### config.mk
export PLATFORM = sky130hd
export DESIGN_NAME = taa_adder
export DESIGN_NICKNAME = d
export VERILOG_FILES = /design/src/taa_pkg.sv /design/src/taa_adder.sv /design/src/taa_merge.sv
export SDC_FILE = /design/constraint.sdc
export NUM_CORES = 1
export LEC_CHECK = 0
export BUFFER_PORTS_ARGS = -buffer_cell sky130_fd_sc_hd__buf_2
export CAP_MARGIN = 25
export CORE_ASPECT_RATIO = 0.9
export CORE_MARGIN = 1.5
export CORE_UTILIZATION = 47
export DETAILED_ROUTE_END_ITERATION = 10
export PLACE_DENSITY = 0.85
export SLEW_MARGIN = 20
export SYNTH_ARGS = -nofsm -noshare
export SYNTH_HDL_FRONTEND = slang
export SYNTH_HIERARCHICAL = 1
export SYNTH_SLANG_ARGS = --single-unit
### constraint.sdc
create_clock -name sys_clk -period 7.9 [get_ports sys_clk]
set_input_delay 0.395 -clock sys_clk [delete_from_list [all_inputs] [get_ports sys_clk]]
set_output_delay 0.395 -clock sys_clk [all_outputs]
set_load 0.01 [all_outputs]
### src/taa_pkg.sv
// Purpose: shared constants and carriers for the three-input address adder
// Assumes: big-endian bit numbering on the buses, bit 0 is the high-order bit
// Notes: address field is bus bits 8..31, held as [23:0] with 0 the low-order bit
`default_nettype none
package taa_pkg;
    localparam int TAA_BUS_W = 32;
    localparam int TAA_PAR_W = 4;
    localparam int TAA_ADDR_W = 24;
    localparam int TAA_GRP_W = 4;
    localparam int TAA_LEN_W = 9;
    localparam int TAA_DISP_W = 12;
    localparam int TAA_IMPL_W = 4;
    localparam int TAA_IMPL_LSB = 3;
    localparam int TAA_MASK_W = 6;
    localparam int TAA_MASK_LSB = 24;
    localparam int TAA_XOP_W = 8;
    localparam int TAA_XOP_LSB = 0;
    localparam int TAA_HIGH_W = 8;
    // one general bus merge result: data bits with byte parity
    typedef struct packed {
        logic [TAA_BUS_W-1:0] data;
        logic [TAA_PAR_W-1:0] par;
    } taa_bus_t;
    // adder result with its checks
    typedef struct packed {
        logic [TAA_ADDR_W-1:0] sum;
        logic sum_par;
        logic half_err;
        logic carry_err;
    } taa_res_t;
endpackage
`default_nettype wire

### src/taa_adder.sv
// Purpose: 24-bit three-input address adder with carry-save and lookahead stages
// Assumes: inputs synchronous to sys_clk; result registered one cycle after merge
// Notes: sum parity is predicted only; the consumer checks the sum against it
`default_nettype none
module taa_adder
    import taa_pkg::*;
#(
    parameter int ADDR_W = TAA_ADDR_W,
    parameter int GRP_W = TAA_GRP_W
) (
    input wire logic sys_clk,
    input wire logic rstn,
    input wire taa_pkg::taa_bus_t [1:0] left_src,
    input wire taa_pkg::taa_bus_t [1:0] right_src,
    input wire logic [TAA_LEN_W-1:0] vfl_length,
    input wire logic [TAA_DISP_W-1:0] iop_disp,
    input wire logic [TAA_IMPL_W-1:0] intr_implied,
    output taa_pkg::taa_bus_t left_general_bus,
    output taa_pkg::taa_bus_t right_general_bus,
    output logic [TAA_MASK_W-1:0] program_mask,
    output logic [TAA_XOP_W-1:0] execute_operand,
    output taa_pkg::taa_res_t result
);
    import taa_pkg::*;
    localparam int GRP_N = ADDR_W / GRP_W;
    if (ADDR_W != TAA_ADDR_W || ADDR_W % GRP_W != 0) begin : g_chk
        $error("taa_adder: width must be 24 and a multiple of the group width");
    end

    typedef struct packed {
        taa_res_t r;
    } taa_st_t;
    taa_st_t st_q, st_d;

    taa_bus_t lm, rm;
    // merge both buses; bits 0-7 are still merged for the fan-out
    // left and right merge
    taa_merge #(.SRC_N(2)) u_left (
        .sys_clk(sys_clk),
        .rstn(rstn),
        .src(left_src),
        .merged(lm)
    );
    taa_merge #(.SRC_N(2)) u_right (
        .sys_clk(sys_clk),
        .rstn(rstn),
        .src(right_src),
        .merged(rm)
    );

    // full 36 bits out to the bus latch gating
    assign left_general_bus = lm;
    assign right_general_bus = rm;
    // program mask is bus bits 2-7 (vector bits 29:24)
    assign program_mask = lm.data[TAA_MASK_LSB +: TAA_MASK_W];
    // bus bits 24-31 to the operation register
    assign execute_operand = lm.data[TAA_XOP_LSB +: TAA_XOP_W];

    logic [ADDR_W-1:0] op_a, op_b, op_c;
    logic [ADDR_W-1:0] cs_sum, cs_car, pa_b, g, t, hs, c_bit;
    logic [GRP_N:0] c_grp;
    logic hs_pred, hs_gen, sum_pred, la_err;

    // only bus bits 8-31 take part
    // index or length plus base plus displacement
    always_comb begin
        op_a = lm.data[ADDR_W-1:0];
        op_b = rm.data[ADDR_W-1:0] | {{(ADDR_W-TAA_LEN_W){1'b0}}, vfl_length};
        // displacement or interrupt implied bits 25-28
        op_c = {{(ADDR_W-TAA_DISP_W){1'b0}}, iop_disp};
        op_c[TAA_IMPL_LSB +: TAA_IMPL_W] = op_c[TAA_IMPL_LSB +: TAA_IMPL_W] | intr_implied;
    end

    assign cs_sum = op_a ^ op_b ^ op_c;
    // majority carry, shifted one place up; top carry drops out of 24 bits
    assign cs_car = (op_a & op_b) | (op_a & op_c) | (op_b & op_c);
    assign pa_b = {cs_car[ADDR_W-2:0], 1'b0};
    assign g = cs_sum & pa_b;
    assign t = cs_sum | pa_b;
    assign hs = cs_sum ^ pa_b;

    // group lookahead carries; bit carries ripple only within a group
    always_comb begin
        logic gg, gt;
        gg = 1'b0;
        gt = 1'b1;
        c_grp = '0;
        c_bit = '0;
        for (int k = 0; k < GRP_N; k++) begin
            gg = 1'b0;
            gt = 1'b1;
            for (int j = 0; j < GRP_W; j++) begin
                gg = g[k*GRP_W+j] | (t[k*GRP_W+j] & gg);
                gt = gt & t[k*GRP_W+j];
            end
            c_grp[k+1] = gg | (gt & c_grp[k]);
        end
        for (int k = 0; k < GRP_N; k++) begin
            c_bit[k*GRP_W] = c_grp[k];
            for (int j = 1; j < GRP_W; j++) begin
                c_bit[k*GRP_W+j] = g[k*GRP_W+j-1] | (t[k*GRP_W+j-1] & c_bit[k*GRP_W+j-1]);
            end
        end
    end

    // group carry-in versus top-bit carry of the group below
    always_comb begin
        la_err = 1'b0;
        for (int k = 1; k < GRP_N; k++) begin
            la_err = la_err | (c_grp[k] !=
                (g[k*GRP_W-1] | (t[k*GRP_W-1] & c_bit[k*GRP_W-1])));
        end
    end

    assign hs_pred = (^cs_sum) ^ (^pa_b);
    assign hs_gen = ^hs;
    // duplicate bit lookahead
    // a second carry chain costs gates, but a fault in c_bit now shows as a parity slip
    always_comb begin
        logic dc;
        dc = 1'b0;
        sum_pred = ^hs;
        for (int k = 0; k < GRP_N; k++) begin
            dc = c_grp[k];
            for (int j = 0; j < GRP_W; j++) begin
                sum_pred = sum_pred ^ dc;
                dc = g[k*GRP_W+j] | (t[k*GRP_W+j] & dc);
            end
        end
    end

    always_comb begin
        st_d = st_q;
        st_d.r.sum = hs ^ c_bit;
        st_d.r.sum_par = sum_pred;
        st_d.r.half_err = hs_pred != hs_gen;
        st_d.r.carry_err = la_err;
    end
    always_ff @(posedge sys_clk or negedge rstn) begin
        if (!rstn) begin
            st_q <= '0;
        end else begin
            st_q <= st_d;
        end
    end
    // sum_par travels with the sum for the consumer's check
    assign result = st_q.r;

    // helper: sum of this cycle's operands, compared with result one cycle later
    logic [ADDR_W-1:0] exp_sum;
    assign exp_sum = ADDR_W'(op_a + op_b + op_c);

    property p_sum;
        @(posedge sys_clk) disable iff (!rstn)
        ##1 1'b1 |-> result.sum == $past(exp_sum);
    endproperty
    a_sum: assert property (p_sum) else $error("address sum wrong");
    property p_par;
        @(posedge sys_clk) disable iff (!rstn)
        ##1 1'b1 |-> result.sum_par == ^result.sum;
    endproperty
    a_par: assert property (p_par) else $error("predicted sum parity wrong");
    property p_nohalf;
        @(posedge sys_clk) disable iff (!rstn)
        ##1 1'b1 |-> !result.half_err;
    endproperty
    a_nohalf: assert property (p_nohalf) else $error("half-sum parity error");
    property p_nocarry;
        @(posedge sys_clk) disable iff (!rstn)
        ##1 1'b1 |-> !result.carry_err;
    endproperty
    a_nocarry: assert property (p_nocarry) else $error("lookahead carry error");
    property p_csa;
        @(posedge sys_clk) disable iff (!rstn)
        ADDR_W'(cs_sum + {cs_car[ADDR_W-2:0], 1'b0}) == exp_sum;
    endproperty
    a_csa: assert property (p_csa) else $error("carry-save stage wrong");
    property p_mask;
        @(posedge sys_clk) disable iff (!rstn)
        ##1 1'b1 |-> program_mask == $past(left_src[0].data[29:24] | left_src[1].data[29:24]);
    endproperty
    a_mask: assert property (p_mask) else $error("program mask wrong");
    property p_xop;
        @(posedge sys_clk) disable iff (!rstn)
        ##1 1'b1 |-> execute_operand == $past(left_src[0].data[7:0] | left_src[1].data[7:0]);
    endproperty
    a_xop: assert property (p_xop) else $error("execute operand wrong");
    property p_len;
        @(posedge sys_clk) disable iff (!rstn)
        (vfl_length != 0) |-> (op_b[TAA_LEN_W-1:0] & vfl_length) == vfl_length;
    endproperty
    a_len: assert property (p_len) else $error("length not merged");
    property p_lbus;
        @(posedge sys_clk) disable iff (!rstn)
        ##1 1'b1 |-> left_general_bus == $past(left_src[0] | left_src[1]);
    endproperty
    a_lbus: assert property (p_lbus) else $error("left bus merge wrong");
    property p_rbus;
        @(posedge sys_clk) disable iff (!rstn)
        ##1 1'b1 |-> right_general_bus == $past(right_src[0] | right_src[1]);
    endproperty
    a_rbus: assert property (p_rbus) else $error("right bus merge wrong");
    property p_disp;
        @(posedge sys_clk) disable iff (!rstn)
        (op_c[ADDR_W-1:TAA_DISP_W] == '0) &&
            ((op_c[TAA_IMPL_LSB +: TAA_IMPL_W] & intr_implied) == intr_implied);
    endproperty
    a_disp: assert property (p_disp) else $error("displacement operand wrong");
endmodule
`default_nettype wire

### src/taa_merge.sv
// Purpose: final OR of one general bus from its sources
// Assumes: sources drive zero when not gated
// Notes: output registered, feeds adder and fan-out
`default_nettype none
module taa_merge
    import taa_pkg::*;
#(
    parameter int SRC_N = 2
) (
    input wire logic sys_clk,
    input wire logic rstn,
    input wire taa_pkg::taa_bus_t [SRC_N-1:0] src,
    output taa_pkg::taa_bus_t merged
);
    import taa_pkg::*;
    typedef struct packed {
        taa_bus_t m;
    } taa_mst_t;
    taa_mst_t st_q, st_d;
    if (SRC_N < 1) begin : g_chk
        $error("taa_merge needs at least one source");
    end
    // wired-or of every source
    always_comb begin
        st_d = '0;
        for (int i = 0; i < SRC_N; i++) begin
            st_d.m = st_d.m | src[i];
        end
    end
    always_ff @(posedge sys_clk or negedge rstn) begin
        if (!rstn) begin
            st_q <= '0;
        end else begin
            st_q <= st_d;
        end
    end
    assign merged = st_q.m;
endmodule
`default_nettype wire

# == Word-level counts from Yosys, hierarchy flattened ==
# Cells that the tools add are included.
# classes
eq_ne,5
bitwise,130
reduce_logical,3
# ops
cell,count
$or A36 B36 Y36,2
$reduce_xor A24 Y1,3
$xor A24 B24 Y24,3
$or A23 B23 Y23,3
$and A1 B1 Y1,50
$and A23 B12 Y23,2
$and A23 B23 Y23,2
$or A1 B1 Y1,41
$or A24 B9 Y24,1
$xor A1 B1 Y1,24
$xor A24 B12 Y24,1
$ne A1 B1 Y1,5
$or A4 B4 Y4,1
# totals
reg_bits,99
input_bits,171
wordCells,146

# == Longest topological paths before layout ==
# Gate-level depths: netlist of run 1.
# logic_depth
depth_word,34
ltp_mapped,24
depth_no_buf,24

# == By module ==
# The synthesis of run 1 kept the hierarchy.
# modules_own_cells
module,instances,cells_per_inst,area_each_um2
taa_adder,1,342,3488.3
taa_merge,2,72,1126.1

# == Worst setup path after synthesis of run 1 ==
# Ideal clock, no wire load.
# synth_timing
path_kind,input-to-reg
start,input port vfl_length[1]
end,"register st_q, in the netlist result[2]"
arrival_ps,5642
slack_ps,2127
path_stages,24
path_buffers,0
path_cell_list,or2_2 > fa_1 > ha_1 > fa_1 > fa_1 > nand2b_1 > a21oi_1 > o21ai_1 > a2111oi_2 > o21ai_0 > a21oi_1 > inv_1 > fa_1 > fa_1 > inv_1 > fa_1 > xnor2_1 > xnor2_1 > xnor2_1 > xnor2_2 > xnor3_1 > xnor2_1 > xor2_1 > xnor2_1
# synth_rtl
item,line_no,source
"start, declared",taa_adder.sv:15,"input wire logic [TAA_LEN_W-1:0] vfl_length,"
"end signal, assigned",taa_adder.sv:143,st_q <= st_d;
"end, declared",taa_adder.sv:33,"taa_st_t st_q, st_d;"

==> run_summary.xml, run 1 <==
<?xml version="1.0" encoding="UTF-8"?>
<metrics>
  <group name="status">
    <metric name="outcome" unit="">completed</metric>
  </group>
  <group name="yosys">
    <metric name="ys_seq_elements" unit="">99</metric>
    <metric name="syn_nets" unit="">739</metric>
    <metric name="synth-seq-area-share" unit="%">43.2</metric>
    <metric name="ys_dominant_reg_cell" unit="">sky130_fd_sc_hd__dfrtp_1</metric>
    <metric name="netlist_instances" unit="">486</metric>
    <metric name="synth_enable_flop_cells" unit="">0</metric>
    <metric name="synth_top_area_cell" unit="">sky130_fd_sc_hd__dfrtp_1</metric>
    <metric name="post-synth-top-count-cell" unit="">sky130_fd_sc_hd__dfrtp_1</metric>
    <metric name="area_of_the_mapped_netlist" unit="sq um">5740</metric>
    <metric name="yosys-top-cells-area" unit="">sky130_fd_sc_hd__dfrtp_1, sky130_fd_sc_hd__xnor2_1, sky130_fd_sc_hd__fa_1</metric>
    <metric name="synth_top_area_share" unit="%">43.2</metric>
    <metric name="syn_avg_cell_area" unit="sq um">11.8</metric>
    <metric name="synth_common_cells" unit="">sky130_fd_sc_hd__dfrtp_1, sky130_fd_sc_hd__xnor2_1, sky130_fd_sc_hd__inv_1, sky130_fd_sc_hd__or2_1, sky130_fd_sc_hd__ha_1</metric>
    <metric name="yosys_warns" unit="">6</metric>
    <metric name="synth_async_sr_flop_share" unit="%">100</metric>
    <metric name="synthDistinctLibCells" unit="">27</metric>
  </group>
  <group name="finish">
    <metric name="finish.utilization" unit="%">63.0</metric>
    <metric name="ant_diodes" unit="">0</metric>
    <metric name="final_layout_size_suffix_gt1_share" unit="%">40.8</metric>
    <metric name="areaGrowthSynthToFinish" unit="%">31.4</metric>
    <metric name="finalNonFillerCells" unit="">932</metric>
    <metric name="num-nets-final" unit="">1020</metric>
    <metric name="layout.cell_area.non_filler" unit="sq um">7540</metric>
  </group>
  <group name="die">
    <metric name="fp.dieArea" unit="sq um">12900</metric>
    <metric name="num_io_pins" unit="">284</metric>
    <metric name="die-width" unit="um">119</metric>
    <metric name="design.core.area" unit="sq um">12000</metric>
    <metric name="floorplan.initialDensity" unit="%">47.9</metric>
    <metric name="fp.dieH" unit="um">108</metric>
    <metric name="core.rowCount" unit="">38</metric>
  </group>
  <group name="placed_design">
    <metric name="globalplace.congestion" unit="">0.853</metric>
    <metric name="placement.cell_area" unit="sq um">7260</metric>
    <metric name="io_buffers" unit="">283</metric>
    <metric name="placed_cells_incl_taps" unit="">916</metric>
    <metric name="dpl.hpwl" unit="mm">10.9</metric>
  </group>
  <group name="sta">
    <metric name="max_freq" unit="GHz">0.156</metric>
    <metric name="finClkSkew" unit="ns">0.0105</metric>
    <metric name="worstMarginPinSlew" unit="ns">0.705</metric>
    <metric name="count_of_endpoints_failing_setup_in_the_final_report" unit="">0</metric>
    <metric name="timing_max_transition_violations_final" unit="">0</metric>
    <metric name="min_period" unit="ns">6.40</metric>
    <metric name="final_min_period_over_clock_period" unit="%">81.0</metric>
    <metric name="hold_violations" unit="">0</metric>
    <metric name="grt_setup_unrepaired" unit="">false</metric>
    <metric name="slew-limit-headroom" unit="%">53.0</metric>
    <metric name="finalSetupTns" unit="ns">0</metric>
  </group>
  <group name="cts">
    <metric name="cts_resized" unit="">0</metric>
    <metric name="clock_sinks" unit="">99</metric>
    <metric name="cts-buffers-inserted" unit="">9</metric>
    <metric name="cts_max_path_buffers" unit="">2</metric>
    <metric name="cts_hold_repair.buffers" unit="">0</metric>
    <metric name="clock_insertion_delay_worst_skew" unit="ns">0.35</metric>
    <metric name="htree_levels" unit="">3</metric>
    <metric name="worst_setup_hold_path_clk_slew" unit="ns">0.07</metric>
    <metric name="cts_setup_buffers" unit="">0</metric>
    <metric name="tritoncts" unit="">built</metric>
    <metric name="clock-root-buffer" unit="">sky130_fd_sc_hd__clkbuf_16</metric>
  </group>
  <group name="pwr">
    <metric name="pwr-share-clk" unit="%">21.2</metric>
    <metric name="net_switching_fraction_of_the_power" unit="%">34.5</metric>
    <metric name="powerDensity" unit="nW/um^2">259</metric>
    <metric name="static-leakage-power" unit="nW">3.73</metric>
    <metric name="comb_power_share" unit="%">47.9</metric>
    <metric name="seq_power_share" unit="%">30.9</metric>
    <metric name="max_vdd_drop" unit="uV">232</metric>
    <metric name="power.internal" unit="W">0.00128</metric>
    <metric name="total_power_draw" unit="W">0.00195</metric>
    <metric name="switchingPower" unit="W">0.000674</metric>
  </group>
  <group name="global_routing">
    <metric name="pin_count_of_the_biggest_net_entering_global_routing" unit="">59</metric>
    <metric name="vias_in_the_first_global_route" unit="">4443</metric>
    <metric name="globalRouteOverflowTotal" unit="">0</metric>
    <metric name="grt_antenna_before_repair" unit="">0</metric>
    <metric name="grt_first_pass_wirelength" unit="mm">20.7</metric>
    <metric name="gr-usage-all-layers" unit="%">21.0</metric>
  </group>
  <group name="routing">
    <metric name="antenna_left" unit="">0</metric>
    <metric name="avgViaCountPerCell" unit="">4.44</metric>
    <metric name="drc_errors" unit="">0</metric>
    <metric name="drt_wl_total" unit="mm">12.7</metric>
    <metric name="detail_route.wl_per_cell" unit="um">13.6</metric>
    <metric name="vias" unit="">4136</metric>
    <metric name="initialDrtViolationCount" unit="">147</metric>
    <metric name="drt-pass1-iter-count" unit="">4</metric>
  </group>
  <group name="setup_path">
    <metric name="endpoint_kind" unit="">flop</metric>
    <metric name="cp_data_required_time" unit="ns">8.16</metric>
    <metric name="crit_path_dat" unit="ns">6.66</metric>
    <metric name="largest_fanout_on_the_critical_path" unit="">3</metric>
    <metric name="critPathKind" unit="">flop to flop</metric>
    <metric name="worstSetupStartpointType" unit="">flop</metric>
  </group>
  <group name="hold_path">
    <metric name="classification_of_the_worst_slack_hold_path" unit="">input port to asynchronous set/reset pin</metric>
  </group>
  <group name="job">
    <metric name="maxCapViolCount" unit="">0</metric>
  </group>
</metrics>
power by group through the flow:
stage / clock network [W] / registers (W) / logic (W)
4_1_cts: 0.000432 / 0.000604 / 0.000943
3_3_place_gp: 0 / 0.000611 / 0.000910
6_report: 0.000415 / 0.000603 / 0.000935
5_1_grt: 0.000452 / 0.000612 / 0.00101
2_1_floorplan: 0 / 0.000652 / 0.000655
3_5_place_dp: 0 / 0.000614 / 0.000936
critical path, stage by stage, from the launching register on:
cell and delay, ns:
sky130_fd_sc_hd__dfrtp_1 0.37, sky130_fd_sc_hd__or2_2 0.28, sky130_fd_sc_hd__fa_1 0.57, sky130_fd_sc_hd__ha_1 0.24, sky130_fd_sc_hd__fa_1 0.26, sky130_fd_sc_hd__fa_1 0.28
sky130_fd_sc_hd__nand2b_1 0.08, sky130_fd_sc_hd__a21oi_1 0.16, sky130_fd_sc_hd__o21ai_1 0.11, sky130_fd_sc_hd__a2111oi_2 0.42, sky130_fd_sc_hd__o21ai_0 0.19, sky130_fd_sc_hd__a21oi_1 0.33
sky130_fd_sc_hd__inv_1 0.11, sky130_fd_sc_hd__fa_1 0.52, sky130_fd_sc_hd__fa_1 0.48, sky130_fd_sc_hd__inv_1 0.10, sky130_fd_sc_hd__fa_1 0.24, sky130_fd_sc_hd__xnor2_1 0.16
sky130_fd_sc_hd__xnor2_1 0.11, sky130_fd_sc_hd__xnor2_1 0.26, sky130_fd_sc_hd__xnor2_2 0.17, sky130_fd_sc_hd__xnor3_1 0.34, sky130_fd_sc_hd__xnor2_1 0.18, sky130_fd_sc_hd__xor2_1 0.21
sky130_fd_sc_hd__xnor2_1 0.15
metrics by stage:
stage / setup WS, ns / hold slack (ns)
final: 1.50 / 0.0327
after global routing: 1.13 / 0.0640
after CTS: 1.52 / 0.0384
after detailed placement: 1.45 / 0.414
after global placement: 1.76 / 0.407
after floorplan: 2.13 / 0.0994
registers in the layout (all words and copies together) (netlist names):
| signal | count |
|---|---|
| u_left/merged | 36 |
| u_right/merged | 36 |
| result | 27 |
cell usage in the layout (no fill, tap or decap), types with 2 or more instances in the layout:
cell and n:
sky130_fd_sc_hd__buf_2 282, sky130_fd_sc_hd__dfrtp_1 99, sky130_fd_sc_hd__xnor2_1 83, sky130_fd_sc_hd__inv_1 79
sky130_fd_sc_hd__or2_1 72, sky130_fd_sc_hd__ha_1 49, sky130_fd_sc_hd__fa_1 33, sky130_fd_sc_hd__or2_2 9
sky130_fd_sc_hd__nor2_1 9, sky130_fd_sc_hd__clkbuf_16 9, sky130_fd_sc_hd__a21oi_1 8, sky130_fd_sc_hd__xor2_1 7
sky130_fd_sc_hd__xnor2_2 4, sky130_fd_sc_hd__inv_6 3, sky130_fd_sc_hd__nand2b_1 2, sky130_fd_sc_hd__nand2_1 2
sky130_fd_sc_hd__o21ai_0 2, sky130_fd_sc_hd__o21bai_1 2, sky130_fd_sc_hd__nand3_1 2, sky130_fd_sc_hd__buf_4 2
final cells by class:
cell class                 instances  area (sq um)
multi-input combinational        294          2860
fill                             999          4440
tap                              160           200
timing repair buffer             284          1430
clock buffer                      10           229
sequential                        99          2480
clock inverter                     6          53.8
inverter                          79           297
path summary, 6_finish.rpt:
check / startpoint / to / slack, ns / cells past startpoint
worst max-delay path: u_right/merged[5] / result[2] / 1.50 / 24
min in group sys_clk: right_src[17] / u_right/merged[17] / 0.22 / 2
worst max register to register: u_right/merged[5] / result[2] / 1.50 / 24
max in group asynchronous: rstn / result[4] / 6.77 / 2
worst min-delay path: rstn / u_left/merged[25] / 0.03 / 1
worst min register to register: u_right/merged[27] / result[26] / 0.69 / 2
kinds of logic after synthesis:
logic type / share of synthesized area [%]
multiplexers: 0.196
XOR/XNOR: 15.3
buffers and inverters: 7.00
AO/OA/AOI/OAI: 1.94
adder cells (fa/ha/maj): 22.2
AND/OR/NAND/NOR: 10.3
flip-flops: 43.2
per-layer routing:
layer	routed length [um]	vias to the layer above	global-route usage (%)
met5	0	-	0
met4	325	0	8.76
met3	927	22	5.61
met2	6470	170	36.1
met1	5000	1943	25.0
li1	-	2001	-
(Power assumes the default switching activity.)
==> run 2: changes to the inputs <==
--- a/config.mk
+++ b/config.mk
@@ -9,9 +9,9 @@
 export CAP_MARGIN = 25
 export CORE_ASPECT_RATIO = 0.9
 export CORE_MARGIN = 1.5
-export CORE_UTILIZATION = 47
+export CORE_UTILIZATION = 42
 export DETAILED_ROUTE_END_ITERATION = 10
-export PLACE_DENSITY = 0.85
+export PLACE_DENSITY = 0.8
 export SLEW_MARGIN = 20
 export SYNTH_ARGS = -nofsm -noshare
 export SYNTH_HDL_FRONTEND = slang
==> constraint.sdc (replaced) <==
create_clock -name sys_clk -period 5.7 [get_ports sys_clk]
set_input_delay 0.285 -clock sys_clk [delete_from_list [all_inputs] [get_ports sys_clk]]
set_output_delay 0.285 -clock sys_clk [all_outputs]
set_load 0.01 [all_outputs]
==> run 2 against run 1 <==
Net effect:
- hold slack better by 0.072 ns
- register-to-register slack worse by 1.3 ns
- wire length grew 7.4%
- sequential share of layout area decreased by 0.95 points
- non-clock buffer count up 12
- first-iteration DRC count is 48% lower
- highest routed layer unchanged
- power is 47% higher
- clock skew is 0.00094 ns lower
==> run_summary.xml, run 2 (same netlist as run 1, synthesis figures left out) <==
<?xml version="1.0" encoding="UTF-8"?>
<metrics>
  <group name="status">
    <metric name="outcome" unit="">completed</metric>
  </group>
  <group name="cts">
    <metric name="cts-buffers-inserted" unit="">9</metric>
    <metric name="clock_sinks" unit="">99</metric>
    <metric name="worst_setup_hold_path_clk_slew" unit="ns">0.07</metric>
    <metric name="clock-root-buffer" unit="">sky130_fd_sc_hd__clkbuf_16</metric>
    <metric name="clock_insertion_delay_worst_skew" unit="ns">0.36</metric>
    <metric name="htree_levels" unit="">3</metric>
    <metric name="tritoncts" unit="">built</metric>
    <metric name="cts_max_path_buffers" unit="">2</metric>
  </group>
  <group name="setup_path">
    <metric name="worstSetupStartpointType" unit="">flop</metric>
    <metric name="reg2regPathDepth" unit="">24</metric>
    <metric name="crit_path_dat" unit="ns">5.80</metric>
    <metric name="cp_data_required_time" unit="ns">5.98</metric>
    <metric name="endpoint_kind" unit="">flop</metric>
    <metric name="critPathKind" unit="">flop to flop</metric>
    <metric name="largest_fanout_on_the_critical_path" unit="">2</metric>
  </group>
  <group name="die">
    <metric name="num_io_pins" unit="">284</metric>
    <metric name="core.rowCount" unit="">40</metric>
    <metric name="design.core.area" unit="sq um">13400</metric>
    <metric name="die-width" unit="um">126</metric>
    <metric name="floorplan.initialDensity" unit="%">43.0</metric>
    <metric name="fp.dieH" unit="um">114</metric>
    <metric name="fp.dieArea" unit="sq um">14400</metric>
  </group>
  <group name="routing">
    <metric name="detail_route.wl_per_cell" unit="um">14.4</metric>
    <metric name="vias" unit="">4165</metric>
    <metric name="drt_wl_total" unit="mm">13.7</metric>
    <metric name="drc_errors" unit="">0</metric>
    <metric name="initialDrtViolationCount" unit="">77</metric>
    <metric name="drt-pass1-iter-count" unit="">4</metric>
    <metric name="antenna_left" unit="">0</metric>
    <metric name="avgViaCountPerCell" unit="">4.38</metric>
  </group>
  <group name="sta">
    <metric name="finalSetupTns" unit="ns">0</metric>
    <metric name="slew-limit-headroom" unit="%">55.9</metric>
    <metric name="postLayoutSetupSlackWorst" unit="ns">0.177</metric>
    <metric name="finClkSkew" unit="ns">0.00956</metric>
    <metric name="timing_max_transition_violations_final" unit="">0</metric>
    <metric name="max_freq" unit="GHz">0.181</metric>
    <metric name="hold_violations" unit="">0</metric>
    <metric name="min_period" unit="ns">5.52</metric>
    <metric name="worstMarginPinSlew" unit="ns">0.662</metric>
    <metric name="hold_slack" unit="ns">0.105</metric>
    <metric name="count_of_endpoints_failing_setup_in_the_final_report" unit="">0</metric>
    <metric name="final_min_period_over_clock_period" unit="%">96.9</metric>
  </group>
  <group name="placed_design">
    <metric name="place_ws" unit="ns">-0.211</metric>
    <metric name="globalplace.congestion" unit="">0.841</metric>
    <metric name="dpl.hpwl" unit="mm">11.4</metric>
    <metric name="io_buffers" unit="">283</metric>
  </group>
  <group name="pwr">
    <metric name="total_power_draw" unit="W">0.00287</metric>
    <metric name="max_vdd_drop" unit="uV">312</metric>
    <metric name="powerDensity" unit="nW/um^2">369</metric>
    <metric name="static-leakage-power" unit="nW">3.82</metric>
  </group>
  <group name="global_routing">
    <metric name="globalRouteOverflowTotal" unit="">0</metric>
    <metric name="grt_first_pass_wirelength" unit="mm">21.2</metric>
    <metric name="vias_in_the_first_global_route" unit="">4357</metric>
    <metric name="grt_antenna_before_repair" unit="">0</metric>
    <metric name="pin_count_of_the_biggest_net_entering_global_routing" unit="">52</metric>
    <metric name="gr-usage-all-layers" unit="%">19.9</metric>
  </group>
  <group name="finish">
    <metric name="layout.filler_cells" unit="">1157</metric>
    <metric name="final_layout_size_suffix_gt1_share" unit="%">44.4</metric>
    <metric name="final_common_cell" unit="">sky130_fd_sc_hd__buf_2</metric>
    <metric name="num-nets-final" unit="">1032</metric>
    <metric name="highest_count_cells_in_the_layout_ignoring_fill_and_taps" unit="">sky130_fd_sc_hd__buf_2, sky130_fd_sc_hd__dfrtp_1, sky130_fd_sc_hd__xnor2_1, sky130_fd_sc_hd__inv_1, sky130_fd_sc_hd__or2_1</metric>
    <metric name="finish.utilization" unit="%">58.1</metric>
    <metric name="ant_diodes" unit="">0</metric>
    <metric name="areaGrowthSynthToFinish" unit="%">35.4</metric>
  </group>
  <group name="hold_path">
    <metric name="classification_of_the_worst_slack_hold_path" unit="">input port to flop</metric>
    <metric name="min_path_cells" unit="">2</metric>
  </group>
  <group name="job">
    <metric name="maxCapViolCount" unit="">0</metric>
  </group>
</metrics>
==> run 2: cell types whose count changed in the layout (fill, tap and decap cells not counted), sizes merged <==
cell / previous run / this run
clkinvlp: 1 / 2
bufinv: 0 / 1
inv: 83 / 81
dlygate4sd3: 0 / 1
buf: 284 / 295
==> run 2: metrics by stage <==
stage | cell area, sq um | instances
2_1_floorplan | 5750 | 486
3_3_place_gp | 7340 | 932
3_5_place_dp | 7340 | 932
4_1_cts | 7690 | 949
5_1_grt | 7770 | 952
6_report | 7770 | 952
==> run 2: repair_timing <==
| item | in CTS | in global routing |
|---|---|---|
| buffers inserted | 0 | 3 |
| hold buffers | 1 | 0 |
| hold endpoints to repair | 48 | 0 |
| gates resized for setup | 8 | 14 |
| pin swaps | 13 | 23 |
| setup endpoints to repair | 1 | 1 |
==> run 2: report_power, final <==
group | internal [W] | switching, W | leakage [nW]
logic | 0.000730 | 0.000678 | 2.62
registers | 0.000807 | 0.0000283 | 1.05
clock network | 0.000346 | 0.000280 | 0.141
==> run 2: layout make-up <==
| cell class | count | area, sq um | share of cell area [%] |
|---|---|---|---|
| multi-input cells | 294 | 2960 | 38.1 |
| flip-flops and latches | 99 | 2480 | 31.9 |
| repair buffers | 296 | 1520 | 19.5 |
| inverters | 79 | 297 | 3.82 |
| clock buffers | 10 | 229 | 2.95 |
| well taps | 168 | 210 | 2.71 |
| clock inverters | 6 | 73.8 | 0.950 |
==> run 2: worst paths after layout <==
path / startpoint / endpoint / slack [ns]
min reg2reg: u_right/merged[27] / result[26] / 0.67
max reg2reg: u_right/merged[5] / result[2] / 0.18
max: u_right/merged[5] / result[2] / 0.18
min: right_src[6] / u_right/merged[6] / 0.10
max in group asynchronous: rstn / u_right/merged[16] / 4.12
min in group asynchronous: rstn / u_left/merged[25] / 0.52
==> run 2: per-layer routing <==
metal	track usage, %	vias to the layer above	wire length, um
met2	35.5	166	7020
met1	23.1	1962	5520
met4	6.67	0	180
li1	-	2026	-
met3	5.72	11	946
met5	0	-	0
==> run 2: critical path, stage by stage, from the launching register on <==
cell	delay, ns
sky130_fd_sc_hd__dfrtp_1	0.38
sky130_fd_sc_hd__or2_4	0.23
sky130_fd_sc_hd__fa_1	0.54
sky130_fd_sc_hd__ha_2	0.22
sky130_fd_sc_hd__fa_2	0.23
sky130_fd_sc_hd__fa_2	0.20
sky130_fd_sc_hd__nand2b_1	0.06
sky130_fd_sc_hd__a21oi_2	0.14
sky130_fd_sc_hd__o21ai_2	0.11
sky130_fd_sc_hd__a2111oi_4	0.41
sky130_fd_sc_hd__o21ai_1	0.14
sky130_fd_sc_hd__a21oi_2	0.21
sky130_fd_sc_hd__inv_2	0.07
sky130_fd_sc_hd__fa_2	0.38
sky130_fd_sc_hd__fa_2	0.36
sky130_fd_sc_hd__inv_2	0.06
sky130_fd_sc_hd__fa_2	0.22
sky130_fd_sc_hd__xnor2_2	0.13
sky130_fd_sc_hd__xnor2_2	0.16
sky130_fd_sc_hd__xnor2_2	0.16
sky130_fd_sc_hd__xnor2_2	0.14
sky130_fd_sc_hd__xnor3_1	0.38
sky130_fd_sc_hd__xnor2_2	0.15
sky130_fd_sc_hd__xor2_1	0.22
sky130_fd_sc_hd__xnor2_1	0.15
